File: src/common/hss_pkg.sv
// Constants, types and state codes for the hot-swap start-up sequencer
// Behaviour
// - Address is base field plus strap field, or plus device field when both straps are open
// - Each strap decodes to four levels
// - Initialise once supply valid, then read configuration
// - Read configuration, then check switch
// - Switch shorts go to fault, else standby
// - Standby holds while disabled or off unless a restart is requested
// - Bad input voltage on leaving standby faults
// - Start-up needs enable and on; watchdog starts
// - Start-up limits switch current by profile
// - Low drain and high gate voltage: on
// - On fully enhances; overcurrent goes to regulation
// - On resets watchdog; restart or fault exits
// - Fault holds switch off, retries or latches
// - Restart waits ten seconds, then standby
package hss_pkg;

  localparam longint CLK_HZ = 200_000_000;
  localparam longint RESTART_WAIT_S = 10;
  localparam longint RESTART_WAIT_CYC = RESTART_WAIT_S * CLK_HZ;
  localparam longint WATCHDOG_US = 1000;
  localparam longint WATCHDOG_CYC = WATCHDOG_US * CLK_HZ / 1_000_000;
  localparam longint COOLDOWN_US = 1000;
  localparam longint COOLDOWN_CYC = COOLDOWN_US * CLK_HZ / 1_000_000;

  localparam logic [7:0] CTRL_OFF = 8'h00;
  localparam logic [7:0] CFG_OFF = 8'h04;
  localparam logic [7:0] STATUS_OFF = 8'h08;
  localparam logic [7:0] ISTAT_OFF = 8'h0c;
  localparam logic [7:0] IMASK_OFF = 8'h10;

  localparam int CTRL_ON_BIT = 0;
  localparam int CTRL_RESTART_BIT = 1;
  localparam logic CTRL_ON_RST = 1'b1;
  localparam int CFG_BASE_LSB = 0;
  localparam int CFG_DEV_LSB = 4;
  localparam int CFG_RETRY_LSB = 8;
  localparam logic [31:0] CFG_RST = 32'h0000_0301;
  localparam logic [31:0] CFG_WMASK = 32'h0000_0ff7;
  localparam logic [1:0] STRAP_OPEN = 2'h3;

  localparam int EV_W = 4;
  localparam int EV_FAULT = 0;
  localparam int EV_ON = 1;
  localparam int EV_LATCH = 2;
  localparam int EV_WDOG = 3;

  localparam logic [1:0] RESP_OKAY = 2'h0;
  localparam logic [1:0] RESP_SLVERR = 2'h2;

  typedef struct packed {
    logic supply_ok;
    logic uv_ok;
    logic ov_ok;
    logic input_overvoltage_limit_ok;
    logic temp_ok;
    logic ds_short;
    logic gd_short;
    logic vds_low;
    logic vgs_high;
    logic oc_det;
    logic soa_viol;
    logic fault;
  } hss_sense_t;

  typedef enum logic [3:0] {
    ST_POR = 4'h0,
    ST_READ = 4'h1,
    ST_CHK = 4'h3,
    ST_STBY = 4'h2,
    ST_SOA = 4'h6,
    ST_ON = 4'h7,
    ST_IREG = 4'h5,
    ST_FAULT = 4'h4,
    ST_LATCH = 4'hc,
    ST_WAIT = 4'hf
  } hss_state_t;

  function automatic logic [3:0] hss_state_num(input hss_state_t s);
    logic [3:0] n;
    n = 4'h0;
    unique case (s)
      ST_POR: n = 4'h0;
      ST_READ: n = 4'h1;
      ST_CHK: n = 4'h2;
      ST_STBY: n = 4'h3;
      ST_SOA: n = 4'h4;
      ST_ON: n = 4'h5;
      ST_IREG: n = 4'h6;
      ST_FAULT: n = 4'h7;
      ST_LATCH: n = 4'h8;
      ST_WAIT: n = 4'ha;
      default: n = 4'hf;
    endcase
    return n;
  endfunction : hss_state_num

endpackage : hss_pkg

File: src/design/hss_strap_decode.sv
// Four-level strap pin decode from three threshold comparators
`timescale 1ns/10ps
module hss_strap_decode
(
  input wire logic [2:0] level_th,
  output logic [1:0] code
);

  // Comparators at 0.8, 1.6 and 2.4 V, thermometer coded
  assign code = level_th[2] ? 2'h3 :
                level_th[1] ? 2'h2 :
                level_th[0] ? 2'h1 : 2'h0;

endmodule : hss_strap_decode

File: src/design/hss_timer.sv
// One-shot down-counting timer with start and clear
`timescale 1ns/10ps
module hss_timer
(
  input wire logic aclk,
  input wire logic aresetn,
  input wire logic start,
  input wire logic clr,
  input wire logic [31:0] load_val,
  output logic done
);

  logic [31:0] cnt_q;
  logic arm_q;

  always_ff @(posedge aclk)
  begin
    if (!aresetn)
    begin
      cnt_q <= 32'h0000_0000;
      arm_q <= 1'b0;
    end
    else if (clr)
    begin
      cnt_q <= 32'h0000_0000;
      arm_q <= 1'b0;
    end
    else if (start)
    begin
      cnt_q <= load_val;
      arm_q <= 1'b1;
    end
    else if (cnt_q != 32'h0000_0000)
    begin
      cnt_q <= cnt_q - 32'h0000_0001;
    end
  end

  // Stays high until the next start or clear
  assign done = arm_q && (cnt_q == 32'h0000_0000);

endmodule : hss_timer

File: src/design/hss_startup_seq.sv
// Hot-swap start-up sequencer with AXI4-Lite registers and interrupt
//
// Local design decisions: the register addresses and the AXI4-Lite slave port.
`timescale 1ns/10ps
module hss_startup_seq
  import hss_pkg::*;
#(
  parameter logic [31:0] WAIT_CYC = 32'(RESTART_WAIT_CYC),
  parameter logic [31:0] WDOG_CYC = 32'(WATCHDOG_CYC),
  parameter logic [31:0] COOL_CYC = 32'(COOLDOWN_CYC)
)
(
  input wire logic aclk,
  input wire logic aresetn,
  input wire logic [7:0] awaddr,
  input wire logic awvalid,
  output logic awready,
  input wire logic [31:0] wdata,
  input wire logic [3:0] wstrb,
  input wire logic wvalid,
  output logic wready,
  output logic [1:0] bresp,
  output logic bvalid,
  input wire logic bready,
  input wire logic [7:0] araddr,
  input wire logic arvalid,
  output logic arready,
  output logic [31:0] rdata,
  output logic [1:0] rresp,
  output logic rvalid,
  input wire logic rready,
  input wire logic en_in,
  input wire hss_sense_t sense,
  input wire logic [2:0] upper_strap_pin,
  input wire logic [2:0] lower_strap_pin,
  output logic gate_full_on,
  output logic gate_regulate,
  output logic [6:0] bus_addr,
  output logic irq
);

  hss_state_t state_q, state_d;
  logic awready_q, wready_q, bvalid_q, arready_q, rvalid_q;
  logic aw_got_q, w_got_q;
  logic [7:0] awaddr_q;
  logic [31:0] wdata_q, rdata_q;
  logic [3:0] wstrb_q;
  logic [1:0] bresp_q, rresp_q;
  logic on_q, restart_q, en_q;
  logic [31:0] cfg_q;
  logic [EV_W-1:0] istat_q, imask_q;
  logic [3:0] retry_q;
  logic [6:0] addr_q;
  logic gate_on_q, gate_reg_q, irq_q;

  // Bus decode
  logic aw_hs, w_hs, ar_hs, do_wr, b_done, r_done;
  logic wr_ctrl, wr_cfg, wr_istat, wr_imask, wr_hit, rd_hit;
  logic [31:0] wmask, rd_word;
  assign aw_hs = awvalid & awready_q;
  assign w_hs = wvalid & wready_q;
  assign ar_hs = arvalid & arready_q;
  assign do_wr = aw_got_q & w_got_q & ~bvalid_q;
  assign b_done = bvalid_q & bready;
  assign r_done = rvalid_q & rready;
  assign wmask = {{8{wstrb_q[3]}}, {8{wstrb_q[2]}},
                  {8{wstrb_q[1]}}, {8{wstrb_q[0]}}};
  assign wr_ctrl = do_wr & (awaddr_q == CTRL_OFF);
  assign wr_cfg = do_wr & (awaddr_q == CFG_OFF);
  assign wr_istat = do_wr & (awaddr_q == ISTAT_OFF);
  assign wr_imask = do_wr & (awaddr_q == IMASK_OFF);
  assign wr_hit = wr_ctrl | wr_cfg | wr_istat | wr_imask |
                  (awaddr_q == STATUS_OFF);
  assign rd_hit = (araddr == CTRL_OFF) | (araddr == CFG_OFF) |
                  (araddr == STATUS_OFF) | (araddr == ISTAT_OFF) |
                  (araddr == IMASK_OFF);
  assign rd_word =
    (araddr == CTRL_OFF) ? {31'h0, on_q} :
    (araddr == CFG_OFF) ? cfg_q :
    (araddr == STATUS_OFF) ? {16'h0, retry_q, 1'b0, addr_q,
                              hss_state_num(state_q)} :
    (araddr == ISTAT_OFF) ? {28'h0, istat_q} :
    (araddr == IMASK_OFF) ? {28'h0, imask_q} : 32'h0000_0000;

  // Write channel capture, either order
  always_ff @(posedge aclk)
  begin
    if (!aresetn)
    begin
      aw_got_q <= 1'b0;
      w_got_q <= 1'b0;
      awready_q <= 1'b0;
      wready_q <= 1'b0;
      bvalid_q <= 1'b0;
      bresp_q <= RESP_OKAY;
      awaddr_q <= 8'h00;
      wdata_q <= 32'h0000_0000;
      wstrb_q <= 4'h0;
    end
    else
    begin
      aw_got_q <= (aw_got_q | aw_hs) & ~do_wr;
      w_got_q <= (w_got_q | w_hs) & ~do_wr;
      awready_q <= ~((aw_got_q | aw_hs) & ~do_wr);
      wready_q <= ~((w_got_q | w_hs) & ~do_wr);
      if (aw_hs)
        awaddr_q <= awaddr;
      if (w_hs)
      begin
        wdata_q <= wdata;
        wstrb_q <= wstrb;
      end
      if (do_wr)
      begin
        bvalid_q <= 1'b1;
        bresp_q <= wr_hit ? RESP_OKAY : RESP_SLVERR;
      end
      else if (b_done)
        bvalid_q <= 1'b0;
    end
  end

  // Read channel, answer one cycle after address
  always_ff @(posedge aclk)
  begin
    if (!aresetn)
    begin
      arready_q <= 1'b0;
      rvalid_q <= 1'b0;
      rdata_q <= 32'h0000_0000;
      rresp_q <= RESP_OKAY;
    end
    else
    begin
      if (ar_hs)
      begin
        rvalid_q <= 1'b1;
        rdata_q <= rd_word;
        rresp_q <= rd_hit ? RESP_OKAY : RESP_SLVERR;
      end
      else if (r_done)
        rvalid_q <= 1'b0;
      arready_q <= ~(ar_hs | (rvalid_q & ~rready));
    end
  end

  // Strap decode and address choice
  logic [1:0] up_code, lo_code;
  logic [3:0] dev_sel;
  logic [6:0] addr_new;
  hss_strap_decode u_up_strap (
    .level_th(upper_strap_pin),
    .code(up_code)
  );
  hss_strap_decode u_lo_strap (
    .level_th(lower_strap_pin),
    .code(lo_code)
  );
  assign dev_sel = (up_code == STRAP_OPEN && lo_code == STRAP_OPEN) ?
                   cfg_q[CFG_DEV_LSB +: 4] : {up_code, lo_code};
  assign addr_new = {cfg_q[CFG_BASE_LSB +: 3], dev_sel};

  // Sequencer conditions
  logic run_ok, volt_ok, en_fall, regulate_req, retry_out;
  logic wdog_done, cool_done, wait_done;
  logic enter_soa, enter_on, enter_fault, enter_wait, enter_latch;
  assign run_ok = en_in & on_q;
  assign volt_ok = sense.uv_ok & sense.ov_ok & sense.input_overvoltage_limit_ok &
                   sense.temp_ok;
  assign en_fall = en_q & ~en_in;
  assign regulate_req = sense.oc_det | sense.soa_viol;
  assign retry_out = retry_q >= cfg_q[CFG_RETRY_LSB +: 4];
  assign enter_soa = (state_d == ST_SOA) && (state_q != ST_SOA);
  assign enter_on = (state_d == ST_ON) && (state_q != ST_ON);
  assign enter_fault = (state_d == ST_FAULT) && (state_q != ST_FAULT);
  assign enter_wait = (state_d == ST_WAIT) && (state_q != ST_WAIT);
  assign enter_latch = (state_d == ST_LATCH) && (state_q != ST_LATCH);

  always_comb
  begin
    state_d = state_q;
    unique case (state_q)
      ST_POR:
        if (sense.supply_ok)
          state_d = ST_READ;
      ST_READ:
        state_d = ST_CHK;
      ST_CHK:
        state_d = (sense.ds_short | sense.gd_short) ?
                  ST_FAULT : ST_STBY;
      ST_STBY:
        if (restart_q)
          state_d = ST_WAIT;
        else if (run_ok)
          state_d = volt_ok ? ST_SOA : ST_FAULT;
      ST_SOA:
        if (sense.fault | wdog_done)
          state_d = ST_FAULT;
        else if (!run_ok)
          state_d = ST_STBY;
        else if (sense.vds_low & sense.vgs_high)
          state_d = ST_ON;
      ST_ON, ST_IREG:
        if (sense.fault)
          state_d = ST_FAULT;
        else if (restart_q)
          state_d = ST_WAIT;
        else if (!run_ok)
          state_d = ST_STBY;
        else
          state_d = regulate_req ? ST_IREG : ST_ON;
      ST_FAULT:
        if (cool_done && !sense.fault)
          state_d = retry_out ? ST_LATCH : ST_CHK;
      ST_LATCH:
        if (restart_q | en_fall)
          state_d = ST_CHK;
      ST_WAIT:
        if (wait_done)
          state_d = ST_STBY;
      default:
        state_d = ST_POR;
    endcase
  end

  hss_timer u_wdog (
    .aclk(aclk),
    .aresetn(aresetn),
    .start(enter_soa),
    .clr(enter_on),
    .load_val(WDOG_CYC),
    .done(wdog_done)
  );
  hss_timer u_cool (
    .aclk(aclk),
    .aresetn(aresetn),
    .start(enter_fault),
    .clr(1'b0),
    .load_val(COOL_CYC),
    .done(cool_done)
  );
  hss_timer u_wait (
    .aclk(aclk),
    .aresetn(aresetn),
    .start(enter_wait),
    .clr(1'b0),
    .load_val(WAIT_CYC),
    .done(wait_done)
  );

  // Events: set wins over a same-cycle write-one clear
  logic [EV_W-1:0] ev, istat_d;
  assign ev[EV_FAULT] = enter_fault;
  assign ev[EV_ON] = enter_on;
  assign ev[EV_LATCH] = enter_latch;
  assign ev[EV_WDOG] = (state_q == ST_SOA) & wdog_done;
  assign istat_d = (istat_q & ~(wr_istat ? wdata_q[EV_W-1:0] &
                   wmask[EV_W-1:0] : {EV_W{1'b0}})) | ev;

  always_ff @(posedge aclk)
  begin
    if (!aresetn)
    begin
      state_q <= ST_POR;
      on_q <= CTRL_ON_RST;
      restart_q <= 1'b0;
      en_q <= 1'b0;
      cfg_q <= CFG_RST;
      istat_q <= {EV_W{1'b0}};
      imask_q <= {EV_W{1'b0}};
      irq_q <= 1'b0;
      retry_q <= 4'h0;
      addr_q <= 7'h00;
      gate_on_q <= 1'b0;
      gate_reg_q <= 1'b0;
    end
    else
    begin
      state_q <= state_d;
      en_q <= en_in;
      restart_q <= wr_ctrl & wstrb_q[0] & wdata_q[CTRL_RESTART_BIT];
      if (wr_ctrl && wstrb_q[0])
        on_q <= wdata_q[CTRL_ON_BIT];
      if (wr_cfg)
        cfg_q <= (cfg_q & ~(wmask & CFG_WMASK)) |
                 (wdata_q & wmask & CFG_WMASK);
      if (wr_imask)
        imask_q <= (imask_q & ~wmask[EV_W-1:0]) |
                   (wdata_q[EV_W-1:0] & wmask[EV_W-1:0]);
      istat_q <= istat_d;
      irq_q <= |(istat_d & imask_q);
      // Address frozen until the next power-on pass
      if (state_q == ST_READ)
        addr_q <= addr_new;
      if (state_q == ST_LATCH && state_d == ST_CHK)
        retry_q <= 4'h0;
      else if (state_q == ST_FAULT && state_d == ST_CHK)
        retry_q <= retry_q + 4'h1;
      gate_on_q <= (state_d == ST_ON);
      // Analog loop follows the profile while this is high
      gate_reg_q <= (state_d == ST_SOA) || (state_d == ST_IREG);
    end
  end

  assign awready = awready_q;
  assign wready = wready_q;
  assign bvalid = bvalid_q;
  assign bresp = bresp_q;
  assign arready = arready_q;
  assign rvalid = rvalid_q;
  assign rdata = rdata_q;
  assign rresp = rresp_q;
  assign gate_full_on = gate_on_q;
  assign gate_regulate = gate_reg_q;
  assign bus_addr = addr_q;
  assign irq = irq_q;
endmodule : hss_startup_seq

File: config.mk
export PLATFORM = sky130hd
export DESIGN_NAME = hss_startup_seq
export DESIGN_NICKNAME = d
export VERILOG_FILES = /design/src/common/hss_pkg.sv /design/src/design/hss_strap_decode.sv /design/src/design/hss_timer.sv /design/src/design/hss_startup_seq.sv
export SDC_FILE = /design/constraint.sdc
export NUM_CORES = 1
export LEC_CHECK = 0
export BUFFER_PORTS_ARGS = -buffer_cell sky130_fd_sc_hd__buf_2
export CORE_UTILIZATION = 24
export CTS_BUF_LIST = sky130_fd_sc_hd__clkbuf_4 sky130_fd_sc_hd__clkbuf_8
export DETAILED_ROUTE_END_ITERATION = 10
export GPL_TIMING_DRIVEN = 0
export PLACE_DENSITY = 0.39
export SLEW_MARGIN = 20
export SYNTH_ARGS = -nofsm -noshare
export SYNTH_HDL_FRONTEND = slang
export SYNTH_SLANG_ARGS = --single-unit
File: constraint.sdc
create_clock -name aclk -period 7.4 [get_ports aclk]
set_clock_uncertainty 0.05 [all_clocks]
set_input_delay 0.74 -clock aclk [delete_from_list [all_inputs] [get_ports aclk]]
set_output_delay 0.74 -clock aclk [all_outputs]
set_load 0.02 [all_outputs]
-- Yosys cells after proc, flatten, opt, wreduce, memory -nomap -nowiden
Memory sizes are Yosys's and may differ from the RTL's. A register that Yosys moved wholly into a read port is not among the register bits.
Index checks and enable logic that the tools add are counted.
- $add $sub $neg: 4
- order comparisons: 1
- equality and inequality tests: 31
- multiplexer cells: 43
- bitwise gates (word level): 58
- reductions and logical operators: 36
- operators by type and width (operator ; count):
    $logic_not 32->1 ; 3
    $reduce_bool 32->1 ; 3
    $sub 32x1->32 const B ; 3
    $mux 18 ; 4
    $mux 4 ; 17
    $mux 32 ; 2
    $mux 31 ; 2
    $pmux 4 s9 ; 1
    $and 32x32->32 ; 1
    $eq 4x3->1 const B ; 8
    $eq 8x4->1 const B ; 4
    $not 12->32 ; 1
    $or 32x12->32 ; 1
    $and 1x1->1 ; 23
    $and 4x4->4 ; 4
    $eq 4x4->1 const B ; 4
    $eq 8x3->1 const B ; 2
    $eq 8x5->1 const B ; 2
    $logic_not 8->1 ; 2
    $mux 16 ; 1
    $mux 2 ; 8
    $or 1x1->1 ; 15
    $logic_and 1x1->1 ; 13
    $and 12x12->12 ; 1
    19 further kinds ; 48
- flip-flop bits (word level): 225
- ROM bits: 64
- bits of input ports: 78
- word-level logic and storage cells: 208
- memories: 1
- memory list (memory ; depth ; bits a word ; read ports ; clocked after Yosys merged registers in ; wr ports ; RTL line ; text):
    (name not given) ; 16 ; 4 ; 1 ; 1 ; 0 ; hss_pkg.sv:83 ; unique case (s)

-- Longest topological paths before layout
- word-level depth: 12
- depth in mapped cells: 13

-- By module
From an unflattened synthesis, not the netlist that was laid out.
- cells, all modules: 1171
- area, all modules: 9889.5 µm²
- modules (own cells, without submodules) (module ; instances ; cells an instance ; area an instance (µm²) ; sequential area each (µm²)):
    hss_startup_seq ; 1 ; 504 ; 4196.5 ; 1821.7
    hss_timer (u_wait ...) ; 2 ; 215 ; 1905.6 ; 660.6
    hss_timer (u_cool) ; 1 ; 231 ; 1846.8 ; 660.6
    hss_strap_decode ; 2 ; 3 ; 17.5 ; 0.0

-- Least setup slack after synthesis
OpenSTA, ideal clock, no wires.
- path type: reg-to-reg
- start point: reg u_wait.cnt_q[8]
- end point: reg u_wdog.cnt_q[0]
- setup time: 0.132 ns
- arrival: 3.064 ns
- data required time: 7.218 ns
- setup slack: 4.154 ns
- cell stages (with the launch flop): 12
- period minus slack after synthesis: 3.246 ns
- path through: dfxtp_1 or4_4 or3_1 buf_2 nor4_4 o21ai_2 and3b_1 buf_4 or3b_4 o31ai_4 buf_6 nor3_1
- word-level cells in the longest chain between the ends: 7
- elaborated cells between the ends (all ways): 9
- those cells by class: eq/ne (2); mux (2); reduce/logical (5)
- ends and longest elaborated chain (element ; RTL line ; text):
    start: declaration ; hss_timer.sv:13 ; logic [31:0] cnt_q;
    start signal: assignment ; hss_timer.sv:30 ; cnt_q <= load_val;
    start signal: assignment ; hss_timer.sv:35 ; cnt_q <= cnt_q - 32'h0000_0001;
    $logic_not 32->1 * ; hss_timer.sv:40 ; assign done = arm_q && (cnt_q == 32'h0000_0000);
    $logic_and 1x1->1 * ; hss_timer.sv:40 ;
    $mux 4 * ; hss_startup_seq.sv:219 ; if (wait_done)
    $pmux 4 s9 * ; hss_startup_seq.sv:182 ; unique case (state_q)
    $eq 4x3->1 (on tied branches) ; hss_startup_seq.sv:173, hss_startup_seq.sv:174 ;
    $logic_and 1x1->1 (on tied branches) ; hss_startup_seq.sv:173, hss_startup_seq.sv:174 ;
    $reduce_or 3->1 (no line) * ; - ;
    end signal: assignment ; hss_timer.sv:30 ;
    end signal: assignment ; hss_timer.sv:35 ;
    end: declaration ; hss_timer.sv:13 ;
Mark *: on every way between the ends. The rest lies on a longest branch, timed or not.
A chain may end at the register's enable or synchronous reset.

-- Worst setup path in the final report
- start point: reg retry_q[0]
- end point: reg u_wdog.cnt_q[18]
- word-level cells in the longest chain between the ends: 7
- elaborated cells between the ends (all ways): 9
- those cells by class: order compare (1); eq/ne (2); mux (3); reduce/logical (3)
- ends and longest elaborated chain (element ; RTL line ; text):
    start: declaration ; hss_startup_seq.sv:52 ; logic [3:0] retry_q;
    start signal: assignment ; hss_startup_seq.sv:298 ; retry_q <= retry_q + 4'h1;
    $ge 4x4->1 * ; hss_startup_seq.sv:172 ; assign retry_out = retry_q >= cfg_q[CFG_RETRY_LSB +: 4];
    $mux 4 * ; hss_startup_seq.sv:214 ; state_d = retry_out ? ST_LATCH : ST_CHK;
    $mux 4 * ; hss_startup_seq.sv:213 ; if (cool_done && !sense.fault)
    $pmux 4 s9 * ; hss_startup_seq.sv:182 ;
    $eq 4x3->1 (on tied branches) ; hss_startup_seq.sv:173, hss_startup_seq.sv:174 ;
    $logic_and 1x1->1 (on tied branches) ; hss_startup_seq.sv:173, hss_startup_seq.sv:174 ;
    $reduce_or 3->1 (no line) * ; - ;
Marks and branches as above.

==> impl_metrics.csv <==
group,metric,value,unit
synthesis,yosysWarnings,0,
critical_path,path_max_fanout,10,
critical_path,worstPathRequired,7710,ps
floorplan,start_util,0.243,
timing,setup_ws,3230,ps
detailed_routing,vias_per_cell,4.59,
cts,post_cts_resized,0,
hold_path,min_path_cells,2,
detailed_routing,first_iter_violations,363,
cts,clk_path_buf_depth,2,
detailed_routing,ant_nets,0,
finish,nets,1217,
power,total_power,3.57,mW
floorplan,rows,69,
cts,tritoncts,"done",
synthesis,syn-instance-count,1004,
cts,cts_htree_levels,4,
finish,nFillCells,3855,
cts,clock_sinks,190,
hold_path,hold_start,"u_cool.arm_q",
synthesis,synth_seq_area_share,0.440,
cts,cts_setup_buffers,0,
synthesis,synth.cell_area,8640,um2
power,seqPwrFrac,0.397,
timing,slew_headroom,0.391,
critical_path,path_buf_inv,2,
timing,setup_viol,0,
critical_path,max_stage_delay,630,ps
run_status,status,"completed",
global_route,globalRoute.totalOverflow,0,
floorplan,die_w,192,um
global_route,grt_usage,0.133,
power,p_switching,1.44,mW
power,p_leak,3.92,nW
finish,regArea,3800,um2
timing,slew_violations,0,
cts,clk_latency,490,ps
critical_path,slowest_stage,"a2111oi_0",
global_route,grt_max_degree,19,
critical_path,arrival,4480,ps
place,dp_hpwl,17.7,mm
power,power_density,352,nW/um2
timing,hold_viol,0,
floorplan,dieArea,36700,um2
place,place.gp.congestion,0.755,
finish,area_delta_synth_final,17.2,%
synthesis,synth-edff-count,0,
flow_run,drv_cap,0,
timing,tightest_slew,907,ps
timing,fin_crit,4170,ps
timing,holdWs,393,ps
power,swShare,0.405,
floorplan,top_level_ports,129,
hold_path,hold-path-endpoint,"u_cool.arm_q",
place,dp_slack,3260,ps
floorplan,die_h,192,um
finish,drive_above_1_share,0.146,
global_route,grt_pass1_vias,6784,
detailed_routing,vias,7341,
global_route,antenna_found_initial,1,
synthesis,synth-async-reset-ratio,0,
critical_path,endpoint_kind,"flip-flop",
floorplan,coreArea,35500,um2
critical_path,path_cells,"inv_1, ha_1, nand2b_1, a2111oi_0, o21ai_0, o311ai_0, a21oi_1, or3b_4, o31ai_4, buf_6, nor3_1",
hold_path,min_path_type,"reg -> reg",
critical_path,critical-path-top-delay-family,"compound AO/OA/AOI/OAI gates",
timing,rsz0062_at_grt,"no",
critical_path,regToRegStartpoint,"retry_q[0]",
critical_path,r2r_end,"u_wdog.cnt_q[18]",
cts,cts_made_buffers,17,
finish,fin_util,0.285,
critical_path,worstSetupPathType,"reg -> reg",
finish,multi_input_area,4490,um2
critical_path,r2r_slack,3230,ps
global_route,grt_pass1_wl,37.8,mm
place,port_buffers,87,
detailed_routing,drc,0,
detailed_routing,drt-wirelength-per-cell,15.0,um
synthesis,synth_flop_cell,"dfxtp_1",
finish,antenna_cells,0,
power,pwr-share-comb,0.403,
timing,max_freq,0.240,GHz
power,p_int,2.12,mW
critical_path,critPathLaunchType,"flip-flop",
timing,fin_crit_sh,0.564,
synthesis,syn_area_per_cell,8.60,um2
synthesis,synth.distinct_cells,69,
power,power_frac_clock,0.200,
cts,clkTransAtPathRegs,100,ps
timing,setup-tns-final,0,ps
detailed_routing,dr.pass1.iters,6,
critical_path,r2r_cells,11,
detailed_routing,wl,24.0,mm
synthesis,synth-seq-cells,190,
cts,cts_hold_buf,0,
power,vdd_drop_max,0.000122,V
cts,root_buffer,"clkbuf_8",
## cell type report
cell class / count / share of cell area
well taps: 461 / 0.0570
repair buffers: 87 / 0.0430
inverters: 25 / 0.00928
clock buffers: 18 / 0.0245
clock inverters: 14 / 0.0150
plain buffers: 60 / 0.0319
multi-input cells: 746 / 0.443
flip-flops and latches: 190 / 0.376
## worst min-delay path, stage by stage (launching register included)
cell,delay (ps)
dfxtp_1,320
nand2_1,50
nand2_1,40
## flip-flops by register name, indices dropped and copies added (netlist names), 2 cells and up, named ones only
| signal | flops |
|---|---|
| u_wdog.cnt_q | 32 |
| awaddr_q | 8 |
| retry_q | 4 |
| u_cool.cnt_q | 32 |
| bus_addr | 7 |
| istat_q | 4 |
| state_q | 4 |
| rdata | 16 |
| wstrb_q | 2 |
| wdata_q | 12 |
| u_wait.cnt_q | 32 |
## per-layer routing
layer | global-route usage | wire length [um] | up-vias | share of wire
li1 | - | - | 3771 | -
met1 | 0.179 | 11900 | 3456 | 0.50
met2 | 0.215 | 11100 | 95 | 0.46
met3 | 0.0256 | 672 | 17 | 0.028
met4 | 0.0394 | 265 | 2 | 0.011
met5 | 0 | 14 | - | 0.00058
## per-stage QoR
step	instances	instance area, um2
2_1_floorplan	1021	8700
3_3_place_gp	1569	9710
3_5_place_dp	1569	9720
4_1_cts	1601	10100
5_1_grt	1601	10100
6_report	1601	10100
## cell usage after synthesis, types with 5 or more instances
| cell type | count | area share |
|---|---|---|
| dfxtp_1 | 190 | 0.44 |
| nor2_1 | 134 | 0.058 |
| nand2_1 | 100 | 0.043 |
| a21oi_1 | 68 | 0.039 |
| nor3_1 | 60 | 0.035 |
| xnor2_1 | 56 | 0.057 |
| clkbuf_1 | 34 | 0.015 |
| xor2_1 | 29 | 0.029 |
| nor4_1 | 26 | 0.019 |
| inv_1 | 24 | 0.010 |
| o21ai_0 | 23 | 0.013 |
| nand3_1 | 22 | 0.013 |
| buf_4 | 19 | 0.017 |
| mux2i_1 | 17 | 0.020 |
| or4_1 | 16 | 0.014 |
| ha_1 | 12 | 0.017 |
| nand4_1 | 12 | 0.0087 |
| or3_1 | 12 | 0.0087 |
| nand3b_1 | 10 | 0.0087 |
| a22oi_1 | 8 | 0.0070 |
| nand2b_1 | 8 | 0.0058 |
| a222oi_1 | 7 | 0.0081 |
| nor2b_1 | 7 | 0.0051 |
| a211oi_1 | 6 | 0.0052 |
| a221oi_1 | 6 | 0.0061 |
| and2_1 | 5 | 0.0036 |
| o21a_1 | 5 | 0.0043 |
| o31ai_1 | 5 | 0.0043 |
| or2_2 | 5 | 0.0036 |
## power by group through the flow
stage / registers, mW / logic, mW / clock network [mW]
2_1_floorplan: 1.41 / 1.14 / 0
3_3_place_gp: 1.44 / 1.44 / 0
3_5_place_dp: 1.44 / 1.44 / 0
4_1_cts: 1.42 / 1.45 / 0.749
5_1_grt: 1.45 / 1.64 / 0.786
6_report: 1.42 / 1.44 / 0.712
## cell usage in the layout, fill, tap and decap left out, drive strengths merged, types with 4 or more instances in the layout
master and count:
nand2 100, nand3 22, ha 12, mux2i 17, clkbuf 52, or4 17
or2 5, a222oi 7, a22oi 8, and4 4, or3 12, o211ai 4
nor2b 7, dfxtp 190, nand4 12, nand2b 8, and3 4, o21ai 24
nor4 29, nor4bb 4, and2 5, buf 113, nor3 63, a211oi 6
nand3b 10, clkinv 4, xor2 29, a221oi 6, o31ai 7, nor4b 4
xnor2 56, o21a 5, inv 33, a21oi 68, conb 18, nor2 134
## cell families after synthesis
kind of cell,after synthesis,share of synthesized area
mux,19,0.0223
other cells,1,0.000434
compound gates,161,0.121
fa+ha+maj,12,0.0174
flops,190,0.440
xor+xnor,85,0.0862
simple gates,451,0.264
buf+inv,85,0.0482
## worst max-delay path by stage
stage	start	depth (start not counted)	slack [ps]	end
after global placement	retry_q[0]	11	3200	u_wdog.cnt_q[29]
after global routing	retry_q[0]	11	2850	u_wdog.cnt_q[18]
after floorplan	u_wait.cnt_q[8]	11	4150	u_wdog.cnt_q[0]
final	retry_q[0]	11	3230	u_wdog.cnt_q[18]
after CTS	retry_q[0]	11	3220	u_wdog.cnt_q[4]
after detailed placement	retry_q[0]	11	3260	u_wdog.cnt_q[30]
(Power assumes the default switching activity.)
